### config.mk
export PLATFORM = sky130hd
export DESIGN_NAME = upkf_dev_flat
export DESIGN_NICKNAME = d
export VERILOG_FILES = /design/src/logic/upkf_pkg.sv /design/src/logic/upkf_if.sv /design/src/logic/upkf_dev.sv /design/src/flat_wrapper.sv
export SDC_FILE = /design/constraint.sdc
export NUM_CORES = 2
export LEC_CHECK = 0
export ABC_CLOCK_PERIOD_IN_PS = 13100
export BUFFER_PORTS_ARGS = -buffer_cell sky130_fd_sc_hd__buf_2
export CORE_MARGIN = 2
export CORE_UTILIZATION = 35
export DETAILED_ROUTE_END_ITERATION = 10
export GPL_TIMING_DRIVEN = 0
export PLACE_DENSITY = 0.52
export SLEW_MARGIN = 10
export SYNTH_ARGS = -nofsm -noshare
export SYNTH_HDL_FRONTEND = slang
export SYNTH_SLANG_ARGS = --single-unit
### constraint.sdc
create_clock -name ref_clk -period 13.1 [get_ports ref_clk]
set_input_delay 1.31 -clock ref_clk [delete_from_list [all_inputs] [get_ports ref_clk]]
set_output_delay 1.31 -clock ref_clk [all_outputs]
set_load 0.01 [all_outputs]
### src/logic/upkf_pkg.sv
// Purpose: shared constants, types and helpers of the uart packet framer
// Assumes: 40 MHz ref_clk on both ends of the link
// Notes:   crc helper is one byte step of the 16-bit ccitt code
`default_nettype none
package upkf_pkg;
   localparam int unsigned CLK_HZ      = 40_000_000;
   localparam int unsigned TIMEOUT_S   = 4;
   localparam int unsigned TIMEOUT_CYC = TIMEOUT_S * CLK_HZ;

   typedef enum logic [1:0] {
      UPKF_B38400, UPKF_B57600, UPKF_B115200, UPKF_B230400
   } upkf_baud_e;
   localparam upkf_baud_e BAUD_RST = UPKF_B115200;

   // bit period in ref_clk cycles, rounded to nearest
   localparam logic [10:0] DIV_38400  = 11'((CLK_HZ + 19200) / 38400);
   localparam logic [10:0] DIV_57600  = 11'((CLK_HZ + 28800) / 57600);
   localparam logic [10:0] DIV_115200 = 11'((CLK_HZ + 57600) / 115200);
   localparam logic [10:0] DIV_230400 = 11'((CLK_HZ + 115200) / 230400);

   localparam logic [3:0]  STOP_BIT   = 4'h9;
   localparam logic [9:0]  LINE_IDLE  = 10'h3FF;
   localparam logic [1:0]  SYNC_IDLE  = 2'h3;
   localparam logic [7:0]  PRE_BYTE   = 8'h55;
   localparam logic [15:0] PING_TYPE  = 16'h504B;
   localparam logic [15:0] CRC_POLY   = 16'h1021;
   localparam logic [15:0] CRC_INIT   = 16'hFFFF;
   localparam logic [15:0] GAP_BITS   = 16'h0014;

   typedef enum logic [3:0] {
      RX_HUNT, RX_PRE2, RX_TYP1, RX_TYP2, RX_LEN, RX_PAY, RX_CRC1,
      RX_CRC2, RX_PING_LO
   } upkf_rx_e;

   typedef enum logic [3:0] {
      TX_IDLE, TX_PRE1, TX_PRE2, TX_TYP1, TX_TYP2, TX_LEN, TX_PAY,
      TX_CRC1, TX_CRC2
   } upkf_tx_e;

   function automatic logic [15:0] upkf_crc(input logic [15:0] c,
                                            input logic [7:0]  b);
      logic [15:0] r;
      r = c ^ {b, 8'h00};
      for (int i = 0; i < 8; i++) begin
         r = r[15] ? ({r[14:0], 1'b0} ^ CRC_POLY) : {r[14:0], 1'b0};
      end
      return r;
   endfunction

   function automatic logic [10:0] upkf_div(input upkf_baud_e s);
      case (s)
         UPKF_B38400: return DIV_38400;
         UPKF_B57600: return DIV_57600;
         UPKF_B230400: return DIV_230400;
         default: return DIV_115200;
      endcase
   endfunction
endpackage
`default_nettype wire

### src/logic/upkf_if.sv
// Purpose: the two serial lines between host and device
// Assumes: both ends on one ref_clk in simulation
// Notes:   lines idle high
`timescale 1ns/100ps
`default_nettype none
interface upkf_if;
   logic h2d;
   logic d2h;
   modport dev  (input h2d, output d2h);
   modport host (output h2d, input d2h);
endinterface
`default_nettype wire

### src/logic/upkf_dev.sv
// Purpose: device end of the uart packet framer
// Assumes: user logic on ref_clk; pl_byte answers pl_idx combinationally
// Notes:   payload of the last packet received, good crc or bad, is read back through rd_addr
// Functional notes
// - 8N1 characters, no flow control
// - 38400 to 230400 baud, reset at 115200
// - packets start with 0x55 0x55 preamble
// - multi-byte fields go most significant first
// - preamble, type, length, payload, crc in order
// - crc covers all bytes but preamble, crc
// - bad crc packet dropped, no reply
// - whole packet must arrive within four seconds
// - bare preamble plus ping type answered
// - full zero-length ping with good crc answered
// - ccitt crc, poly 1021, init FFFF, no xor
// - length counts payload bytes only, 0 to 255
`timescale 1ns/100ps
`default_nettype none
module upkf_dev #(
   parameter int unsigned TMO_CYC = upkf_pkg::TIMEOUT_CYC
) (
   // clock and reset
   input  wire logic                 ref_clk,
   input  wire logic                 sys_rst,
   // serial link
   upkf_if.dev                       lnk,
   // line rate
   input  wire upkf_pkg::upkf_baud_e baud_sel,
   input  wire logic                 baud_ld,
   // received packets
   output logic                      rx_done,
   output logic [15:0]               rx_type,
   output logic [7:0]                rx_len,
   input  wire logic [7:0]           rd_addr,
   output logic [7:0]                rd_data,
   // packets to send
   input  wire logic                 tx_req,
   input  wire logic [15:0]          tx_type,
   input  wire logic [7:0]           tx_len,
   output logic                      tx_busy,
   output logic [7:0]                pl_idx,
   input  wire logic [7:0]           pl_byte
);
   import upkf_pkg::*;

   typedef struct packed {
      logic [1:0]  sync;
      upkf_baud_e  baud;
      logic        rbusy;
      logic [3:0]  rbit;
      logic [10:0] rcnt;
      logic [7:0]  rsh;
      upkf_rx_e    pst;
      logic [15:0] typ;
      logic [7:0]  len;
      logic [7:0]  idx;
      logic [15:0] crc;
      logic [7:0]  crc_hi;
      logic [27:0] tmo;
      logic [15:0] gap;
      logic        ping_s;
      logic        ping_f;
      upkf_tx_e    tst;
      logic        tshort;
      logic [15:0] ttyp;
      logic [7:0]  tlen;
      logic [7:0]  tidx;
      logic [15:0] tcrc;
      logic        tbusy;
      logic [3:0]  tbit;
      logic [10:0] tcnt;
      logic [9:0]  tsh;
      logic        rx_done;
      logic [15:0] rx_type;
      logic [7:0]  rx_len;
      logic [7:0]  rd_data;
      logic        tx_busy;
   } upkf_dev_s;

   upkf_dev_s   q;
   upkf_dev_s   d;
   logic        rx_ok;
   logic        mem_we;
   logic [10:0] div;
   logic [15:0] gap_cyc;
   logic [7:0]  bt;
   logic [7:0]  pay_mem [256];

   always_comb begin
      d       = q;
      rx_ok   = 1'b0;
      mem_we  = 1'b0;
      bt      = PRE_BYTE;
      div     = upkf_div(q.baud);
      gap_cyc = 16'(div) * GAP_BITS;
      d.sync    = {q.sync[0], lnk.h2d};
      d.rx_done = 1'b0;
      d.rd_data = pay_mem[rd_addr];
      if (baud_ld) begin
         d.baud = baud_sel;
      end

      // receive character: mid-bit sampling of start, 8 data, stop
      if (!q.rbusy) begin
         if (!q.sync[1]) begin
            d.rbusy = 1'b1;
            d.rcnt  = {1'b0, div[10:1]};
            d.rbit  = 4'h0;
         end
      end else if (q.rcnt != 11'h000) begin
         d.rcnt = q.rcnt - 11'h001;
      end else begin
         d.rcnt = div - 11'h001;
         if (q.rbit == 4'h0 && q.sync[1]) begin
            d.rbusy = 1'b0; // glitch, not a start bit
         end else if (q.rbit == STOP_BIT) begin
            d.rbusy = 1'b0;
            rx_ok   = q.sync[1];
         end else begin
            if (q.rbit != 4'h0) begin
               d.rsh = {q.sync[1], q.rsh[7:1]};
            end
            d.rbit = q.rbit + 4'h1;
         end
      end

      // transmit sequencer; ping answers go ahead of user packets
      if (q.tst == TX_IDLE) begin
         d.tidx = 8'h00;
         if (q.ping_s) begin
            d.ping_s = 1'b0;
            d.tst    = TX_TYP1;
            d.tshort = 1'b1;
            d.ttyp   = PING_TYPE;
         end else if (q.ping_f) begin
            d.ping_f = 1'b0;
            d.tst    = TX_PRE1;
            d.tshort = 1'b0;
            d.ttyp   = PING_TYPE;
            d.tlen   = 8'h00;
         end else if (tx_req) begin
            d.tst    = TX_PRE1;
            d.tshort = 1'b0;
            d.ttyp   = tx_type;
            d.tlen   = tx_len;
         end
      end else if (!q.tbusy) begin
         case (q.tst)
            TX_TYP1: bt = q.ttyp[15:8];
            TX_TYP2: bt = q.ttyp[7:0];
            TX_LEN:  bt = q.tlen;
            TX_PAY:  bt = pl_byte;
            TX_CRC1: bt = q.tcrc[15:8];
            TX_CRC2: bt = q.tcrc[7:0];
            default: bt = PRE_BYTE;
         endcase
         d.tbusy = 1'b1;
         d.tsh   = {1'b1, bt, 1'b0};
         d.tcnt  = div - 11'h001;
         d.tbit  = 4'h0;
         if (q.tst == TX_TYP1) begin
            d.tcrc = upkf_crc(CRC_INIT, bt);
         end else if (q.tst == TX_TYP2 || q.tst == TX_LEN ||
                      q.tst == TX_PAY) begin
            d.tcrc = upkf_crc(q.tcrc, bt);
         end
         case (q.tst)
            TX_PRE1: d.tst = TX_PRE2;
            TX_PRE2: d.tst = TX_TYP1;
            TX_TYP1: d.tst = TX_TYP2;
            TX_TYP2: d.tst = q.tshort ? TX_IDLE : TX_LEN;
            TX_LEN:  d.tst = (q.tlen == 8'h00) ? TX_CRC1 : TX_PAY;
            TX_PAY: begin
               d.tidx = q.tidx + 8'h01;
               if (q.tidx == q.tlen - 8'h01) begin
                  d.tst = TX_CRC1;
               end
            end
            TX_CRC1: d.tst = TX_CRC2;
            default: d.tst = TX_IDLE;
         endcase
      end

      // transmit character
      if (q.tbusy) begin
         if (q.tcnt != 11'h000) begin
            d.tcnt = q.tcnt - 11'h001;
         end else begin
            d.tcnt = div - 11'h001;
            d.tsh  = {1'b1, q.tsh[9:1]};
            if (q.tbit == STOP_BIT) begin
               d.tbusy = 1'b0;
            end else begin
               d.tbit = q.tbit + 4'h1;
            end
         end
      end

      // packet parser; set of a ping flag here wins over its clear above
      d.gap = rx_ok ? 16'h0000 :
              (q.gap == 16'hFFFF) ? q.gap : q.gap + 16'h0001;
      d.tmo = (q.pst == RX_HUNT) ? 28'h0000000 : q.tmo + 28'h0000001;
      if (rx_ok) begin
         case (q.pst)
            RX_HUNT: begin
               if (q.rsh == PRE_BYTE) begin
                  d.pst = RX_PRE2;
               end
            end
            RX_PRE2: d.pst = (q.rsh == PRE_BYTE) ? RX_TYP1 : RX_HUNT;
            RX_TYP1: begin
               d.typ[15:8] = q.rsh;
               d.crc       = upkf_crc(CRC_INIT, q.rsh);
               d.pst       = RX_TYP2;
            end
            RX_TYP2: begin
               d.typ[7:0] = q.rsh;
               d.crc      = upkf_crc(q.crc, q.rsh);
               d.pst      = RX_LEN;
            end
            RX_LEN: begin
               d.len = q.rsh;
               d.idx = 8'h00;
               d.crc = upkf_crc(q.crc, q.rsh);
               d.pst = (q.rsh == 8'h00) ? RX_CRC1 : RX_PAY;
            end
            RX_PAY: begin
               mem_we = 1'b1;
               d.crc  = upkf_crc(q.crc, q.rsh);
               d.idx  = q.idx + 8'h01;
               if (q.idx == q.len - 8'h01) begin
                  d.pst = RX_CRC1;
               end
            end
            RX_CRC1: begin
               d.crc_hi = q.rsh;
               d.pst    = RX_CRC2;
            end
            RX_CRC2: begin
               d.pst = RX_HUNT;
               if ({q.crc_hi, q.rsh} == q.crc) begin
                  if (q.typ == PING_TYPE && q.len == 8'h00) begin
                     d.ping_f = 1'b1;
                  end else begin
                     d.rx_done = 1'b1;
                     d.rx_type = q.typ;
                     d.rx_len  = q.len;
                  end
               end
            end
            default: d.pst = RX_HUNT;
         endcase
      end else if (q.pst == RX_LEN && q.typ == PING_TYPE &&
                   q.gap >= gap_cyc && !q.rbusy) begin
         // a silent line after the type means a terminal ping
         d.ping_s = 1'b1;
         d.pst    = RX_HUNT;
      end
      if (q.pst != RX_HUNT && q.tmo >= 28'(TMO_CYC - 1)) begin
         d.pst = RX_HUNT;
      end
      d.tx_busy = (d.tst != TX_IDLE) || d.tbusy;
   end

   // payload store; a new packet overwrites it, so read before the next
   always_ff @(posedge ref_clk) begin
      if (mem_we) begin
         pay_mem[q.idx] <= q.rsh;
      end
   end

   always_ff @(posedge ref_clk or posedge sys_rst) begin
      if (sys_rst) begin
         q      <= '0;
         q.baud <= BAUD_RST;
         q.sync <= SYNC_IDLE;
         q.tsh  <= LINE_IDLE;
      end else begin
         q <= d;
      end
   end

   assign lnk.d2h = q.tsh[0];
   assign rx_done = q.rx_done;
   assign rx_type = q.rx_type;
   assign rx_len  = q.rx_len;
   assign rd_data = q.rd_data;
   assign tx_busy = q.tx_busy;
   assign pl_idx  = q.tidx;
endmodule
`default_nettype wire

### src/flat_wrapper.sv
// flat-port wrapper written by rule: the top's interface ports become plain ports
module upkf_dev_flat import upkf_pkg::*;
#(
   parameter int unsigned TMO_CYC = upkf_pkg::TIMEOUT_CYC
)
  (ref_clk, sys_rst, baud_sel, baud_ld, rx_done, rx_type, rx_len, rd_addr, rd_data, tx_req, tx_type, tx_len, tx_busy, pl_idx, pl_byte, lnk_h2d, lnk_d2h);
  upkf_if lnk_i ();
  input  wire logic ref_clk;
  input  wire logic sys_rst;
  input  wire upkf_pkg::upkf_baud_e baud_sel;
  input  wire logic baud_ld;
  output logic rx_done;
  output logic [15:0] rx_type;
  output logic [7:0] rx_len;
  input  wire logic [7:0] rd_addr;
  output logic [7:0] rd_data;
  input  wire logic tx_req;
  input  wire logic [15:0] tx_type;
  input  wire logic [7:0] tx_len;
  output logic tx_busy;
  output logic [7:0] pl_idx;
  input  wire logic [7:0] pl_byte;
  input wire logic [$bits(lnk_i.h2d)-1:0] lnk_h2d;
  output wire logic [$bits(lnk_i.d2h)-1:0] lnk_d2h;
  assign lnk_i.h2d = lnk_h2d;
  assign lnk_d2h = lnk_i.d2h;
  upkf_dev #(.TMO_CYC(TMO_CYC)) u_core (.ref_clk(ref_clk), .sys_rst(sys_rst), .lnk(lnk_i), .baud_sel(baud_sel), .baud_ld(baud_ld), .rx_done(rx_done), .rx_type(rx_type), .rx_len(rx_len), .rd_addr(rd_addr), .rd_data(rd_data), .tx_req(tx_req), .tx_type(tx_type), .tx_len(tx_len), .tx_busy(tx_busy), .pl_idx(pl_idx), .pl_byte(pl_byte));
endmodule
# Yosys cells after proc, flatten, opt, wreduce, memory -nomap -nowiden
# Memories as Yosys holds them, arrays and structs flattened. A register that Yosys moved wholly into a read port is not among the register bits.
# Index checks and enable logic that the tools add are counted.
# W data, S select, Z words.
[classes]
n_bitwise = 43
n_lt_le_gt_ge = 2
reduce_logical = 44
n_mul = 1
n_mux = 98
eq_ne = 34
addsub = 11
[ops]
columns = ["op", "count"]
rows = [
  ["$mux W13", 32],
  ["$mux W25", 4],
  ["$mux W16", 6],
  ["$not A3 Y3", 32],
  ["$mux W29", 2],
  ["$pmux W4 S7", 2],
  ["$mux W26", 2],
  ["$mux W50", 1],
  ["$pmux W8 S6", 1],
  ["$mux W4", 11],
  ["$pmux W11 S3", 1],
  ["$sub A11 B1 Y11 const B", 3],
  ["$eq A4 B3 Y1 const B", 8],
  ["$mux W8", 4],
  ["$not A16 Y16", 2],
  ["$pmux W16 S2", 1],
  ["$xor A16 B16 Y16", 2],
  ["$add A28 B1 Y28 const B", 1],
  ["$ge A28 B28 Y1 const B", 1],
  ["$mux W28", 1],
  ["$logic_not A8 Y1", 3],
  ["$mux W11", 2],
  ["$reduce_bool A11 Y1", 2],
  ["$mux W21", 1],
  ["39 further kinds", 108],
]
[totals]
input_bits = 47
mem_count = 1
ram_bits = 2048
out_inout_bits = 43
ff_bits = 239
[memory_table]
columns = ["memory", "words", "width", "read_ports", "rd_ports_with_merged_regs", "write_ports", "line_no", "source"]
rows = [
  ["u_core.pay_mem", 256, 8, 1, 1, 1, "upkf_dev.sv:87", "logic [7:0] pay_mem [256];"],
]

# Depth between registers and ports, before layout
[depth]
depth_word = 29
mapped_depth = 12
depth_no_buf = 10

# Worst setup path after synthesis
# Ideal clock, no wire load.
[synth_timing]
path_type = "reg2reg"
startpoint = "reg u_core.q[219] in the netlist's numbering"
endpoint = "reg u_core.q (netlist bit u_core.rx_len[0])"
required_time_ps = 12973
slack_ps = 7713
stages_incl_launch_ff = 9
arrival_ps = 5260
setup_ps = 127
n_path_buf = 2
cell_sequence = "dfrtp_1 > clkbuf_1 > xor2_1 > nor4_1 > nand4_1 > or4_1 > nor3_4 > buf_6 > mux2_1"
[synth_via]
elab_chain_cells = 2
[synth_lines]
columns = ["element", "line_no", "source"]
rows = [
  ["from (decl)", "upkf_dev.sv:80", "upkf_dev_s q;"],
  ["$eq A16 B16 Y1", "upkf_dev.sv:241", "if ({q.crc_hi, q.rsh} == q.crc) begin"],
  ["$reduce_and A4 Y1 (no source line)", "-", ""],
]
# No other way between the ends.
# A chain may end at the register's enable or synchronous reset.

# Final worst setup path
[layout_timing]
startpoint = "reg u_core.q[227] in the netlist's numbering"
endpoint = "mem u_core.pay_mem[130][0] (enable)"
[layout_via]
elab_chain_cells = 6
[layout_lines]
columns = ["element", "line_no", "source"]
rows = [
  ["$reduce_bool A11 Y1", "upkf_dev.sv:110", "end else if (q.rcnt != 11'h000) begin"],
  ["$mux W1", "upkf_dev.sv:110", ""],
  ["$mux W1", "upkf_dev.sv:104", "if (!q.rbusy) begin"],
  ["$mux W1", "upkf_dev.sv:203", "if (rx_ok) begin"],
  ["$mux W1", "upkf_dev.sv:267", "if (mem_we) begin"],
  ["$mux W1 (not written as such)", "upkf_dev.sv:268", "pay_mem[q.idx] <= q.rsh;"],
  ["to (decl)", "upkf_dev.sv:87", ""],
]
# No other way between the ends.

==> metrics list <==
- First element of the critical path: u_core.q[227]
- The share of the Yosys chip area taken by registers is 0.729.
- Detailed Route WL: 265,000 um
- The clock reaches the later pin of the worst-skew pair after 0.90 ns.
- Cell Pwr Density: 142 nW/um^2
- Kind of critical path: reg -> reg
- Setup violations remaining at the end of the flow were counted as 0.
* Cts bufs inserted: 235
* Capturing point of the worst reg2reg path: u_core.pay_mem[130][0]
- After detailed routing, the average wire length per cell comes to 29.2 um.
* CP Launch Type: register
- Pleak: 33.2 nW
- First-iteration detailed-routing DRC count: 5,496
* Resize count post-CTS: 0
- Summing every instance area after synthesis gives roughly 93,000 um^2.
- The setup check on the worst reg-to-reg path leaves a slack of 7.79 ns.
- I/O pins: 90
- Sum of negative setup slack: 0 ns
* CP max stage cell: nor2_1
- In this run the clock root is driven by a clkbuf_16.
- Leaving out fill and tap cells, the most frequent cell in the layout is edfxtp_1.
- Ranked by total cell area, the synthesized netlist is headed by edfxtp_1 (66%), mux4_2 (13%), dfrtp_1 (6.3%).
- The number of different library cells used by synthesis comes to 83.
- IR analysis of the VDD net gives a maximum drop of 0.000139 V.
- The first global-routing pass estimated 373,000 um of wire.
* Synthesized flop and latch total: about 2,300
* Mean number of vias per cell: ~5.4
* Setup Fix Bufs, Post-CTS: 0
- The floorplan has 189 rows.
- Critical Path Stages: 12
- The die covers 269,000 um^2.
* Fraction of synthesized cell area taken by the top area cell type: 0.663
- The worst register-to-register path has a depth of 12.
- Arr. time, crit path: 5.76 ns
* Final slew viol count: 0
- Number of buffers on the longest clock path: 3
* Post-synthesis cell count: 4,985
- Area of the multi-input gates: 23,400 um^2
* DRC viols: 0
* Half-perimeter wire length after placement: 179,000 um
* Area used by sequential logic in the layout: 67,700 um^2
- The kind of cell with the highest combined delay along the critical path is simple AND/OR/NAND/NOR gates.
- Biggest cell delay along the critical path: 0.76 ns
- The flow ran to the end, and the final reports show no timing, DRC or antenna violations.
- Origin of the critical flop-to-flop path: u_core.q[227]
- Required time at the worst-slack endpoint: 13.56 ns
* Width of the chip: 519 um
- CTS tree: built
- The count of nets left with antenna violations once routing finished came out at 0.
- Slew HR: 0.130
- Cell accounting for the most synthesized area: edfxtp_1
- Maximum fanout along the worst path: 8
- Fmax: 188 MHz
- Max-cap violations in this run came to 0.
- For this configuration, the core starts out at a cell density of 0.351.
- Synthesized area per cell: 18.6 um^2
- Class of the tightest hold or removal check: reg -> reg
- Hold slack final: 0.356 ns
- Clock skew on the completed layout was measured at 0.0570 ns.
* Initial antenna violation count: 20
- Dividing the final minimum period by the clock period gives 0.405.
- Number of enable flip-flop cells after synthesis: 2,048
- Total core area: 264,000 um^2
- Of the cells placed in the final design, the portion with a size suffix greater than 1 is 0.221.
- Kind of capture point of the worst setup path: register
* Final hold viol count: 0
- Largest net degree at the start of global routing: 109
* Final-layout fill cell count: 23,900
- Syn. warnings: 0
- When the netlist entered floorplanning its net count stood at 5,072.
- The final layout contains 5,425 nets.
* Port Buffer Count: 81
* Via count of the first global-routing pass: just under 50,000
* Transition at the pin with the smallest max-transition slack: 1.30 ns
- Die outline height: 519 um
* Most used cells in the layout excluding fill and tap cells: edfxtp_1 (2,048), mux4_2 (532), nor2_1 (402)
- Walking the worst path, the cells encountered are inv_1 > ha_1 > or4b_1 > buf_2 > or3_4 > nor4_4 > and3_1 > and2_1 > nand2_1 > clkbuf_2 > buf_16 > nor2_1.
* Leading register cell type out of synthesis: edfxtp_1
- After clock tree synthesis, the clock-pin slew on the worst setup and hold paths is roughly 0.060 ns.
* Total number of clock tree sinks: about 2,300
* Setup Slack @ Placement: 7.08 ns
* Unrepaired setup endpoints after global routing: false
* First-pass iteration count of the detailed router: 6
* Weighted congestion at the end of routability-driven global placement: 0.840
- The startpoint identified for the worst hold timing path is u_core.d[246].
- Combined global-route utilization of all metal layers: 0.194
* Layout-stage area growth over the synthesis result: 14.2%
* Count of vias placed by the detailed router: 49,100
- Across all setup checks in the final design, the least slack found is 7.79 ns.
- CP endpoint: u_core.pay_mem[130][0]
* Global route overflow: 0
* H-tree depth: 4
- For this design, the CTS-stage hold fixing added 0 buffers.
- Asr flop ratio synth: 0.107
- The number of buffers and inverters on the critical path is 4.
* Post-layout minimum cycle time: 5.31 ns
-- where the power goes --
group          internal (W)  switching, W  leakage [nW]
combinational      0.000183      0.000333          8.67
sequential          0.00793     0.0000593          20.9
clock               0.00364       0.00288          3.58
-- layout make-up --
| cell class | instances | share of cell area |
|---|---|---|
| Inverter | 47 | 0.00174 |
| Tap cell | 3533 | 0.0417 |
| Sequential cell | 2294 | 0.639 |
| Multi-Input combinational cell | 2315 | 0.221 |
| Antenna cell | 8 | 0.000189 |
| Clock buffer | 297 | 0.0582 |
| Timing Repair Buffer | 116 | 0.0121 |
| Buffer | 329 | 0.0146 |
| Clock inverter | 137 | 0.0114 |
-- metrics by stage --
step	utilization	total power, W	std cells	cell area (um^2)
CTS	0.401	0.0151	9068	106000
detailed placement	0.373	0.00866	8634	98600
floorplan	-	0.00844	4985	92800
finish	0.401	0.0150	9076	106000
global placement	0.369	0.00865	8599	97600
global route	0.401	0.0154	9070	106000
-- per-layer routing --
layer  vias to the layer above  part of all wire  track usage
met2                      1851              0.47        0.310
met5                         -          0.000049            0
met3                       361             0.070       0.0336
li1                      20700                 -            -
met1                     26200              0.43        0.274
met4                         2             0.027       0.0522
-- worst register-to-register path: stages (launching register included) --
cell and delay [ns]:
dfrtp_1 0.41, inv_1 0.11, ha_1 0.21, or4b_1 0.43, buf_2 0.18, or3_4 0.41
nor4_4 0.33, and3_1 0.32, and2_1 0.24, nand2_1 0.61, clkbuf_2 0.56, buf_16 0.29
nor2_1 0.78
-- flip-flops by register name (all words and copies together) (netlist names) --
name            flops
u_core.d            1
u_core.lnk.d2h      1
u_core.pay_mem   2048
u_core.pl_idx       8
u_core.q          202
u_core.rd_data      8
u_core.rx_done      1
u_core.rx_len       8
u_core.rx_type     16
u_core.tx_busy      1
-- cells by family (layout without fill, tap and decap cells) --
logic type      Yosys count  count (layout)  share of synthesized area
compound gates          480             480                     0.0351
mux                     746             746                      0.153
buf+inv                 376             926                     0.0184
xor+xnor                155             155                     0.0146
other cells               0               8                          0
simple gates            894             894                     0.0443
flops                  2294            2294                      0.729
fa+ha+maj                40              40                    0.00539
-- worst min path at each step --
stage | endpoint | slack, ns | depth (start not counted)
global route | u_core.q[246] | 0.36 | 0
floorplan | u_core.q[246] | 0.35 | 0
finish | u_core.q[246] | 0.36 | 0
CTS | u_core.q[66] | 0.36 | 2
global placement | u_core.q[246] | 0.35 | 0
detailed placement | u_core.q[246] | 0.35 | 0
-- synth_stat cells (all sizes together), types with 18 or more instances --
cell	n
edfxtp	2048
mux4	532
nor2	403
dfrtp	233
nand2	198
clkbuf	172
buf	157
mux2i	147
o21ai	103
a21oi	100
xnor2	95
nand3	68
mux2	67
a22oi	64
xor2	60
nor3	56
inv	46
ha	40
o221ai	40
a22o	32
nor2b	30
nand4	28
o22ai	28
a211oi	19
nor4	18
No activity file was read; power rests on OpenSTA's default activity.
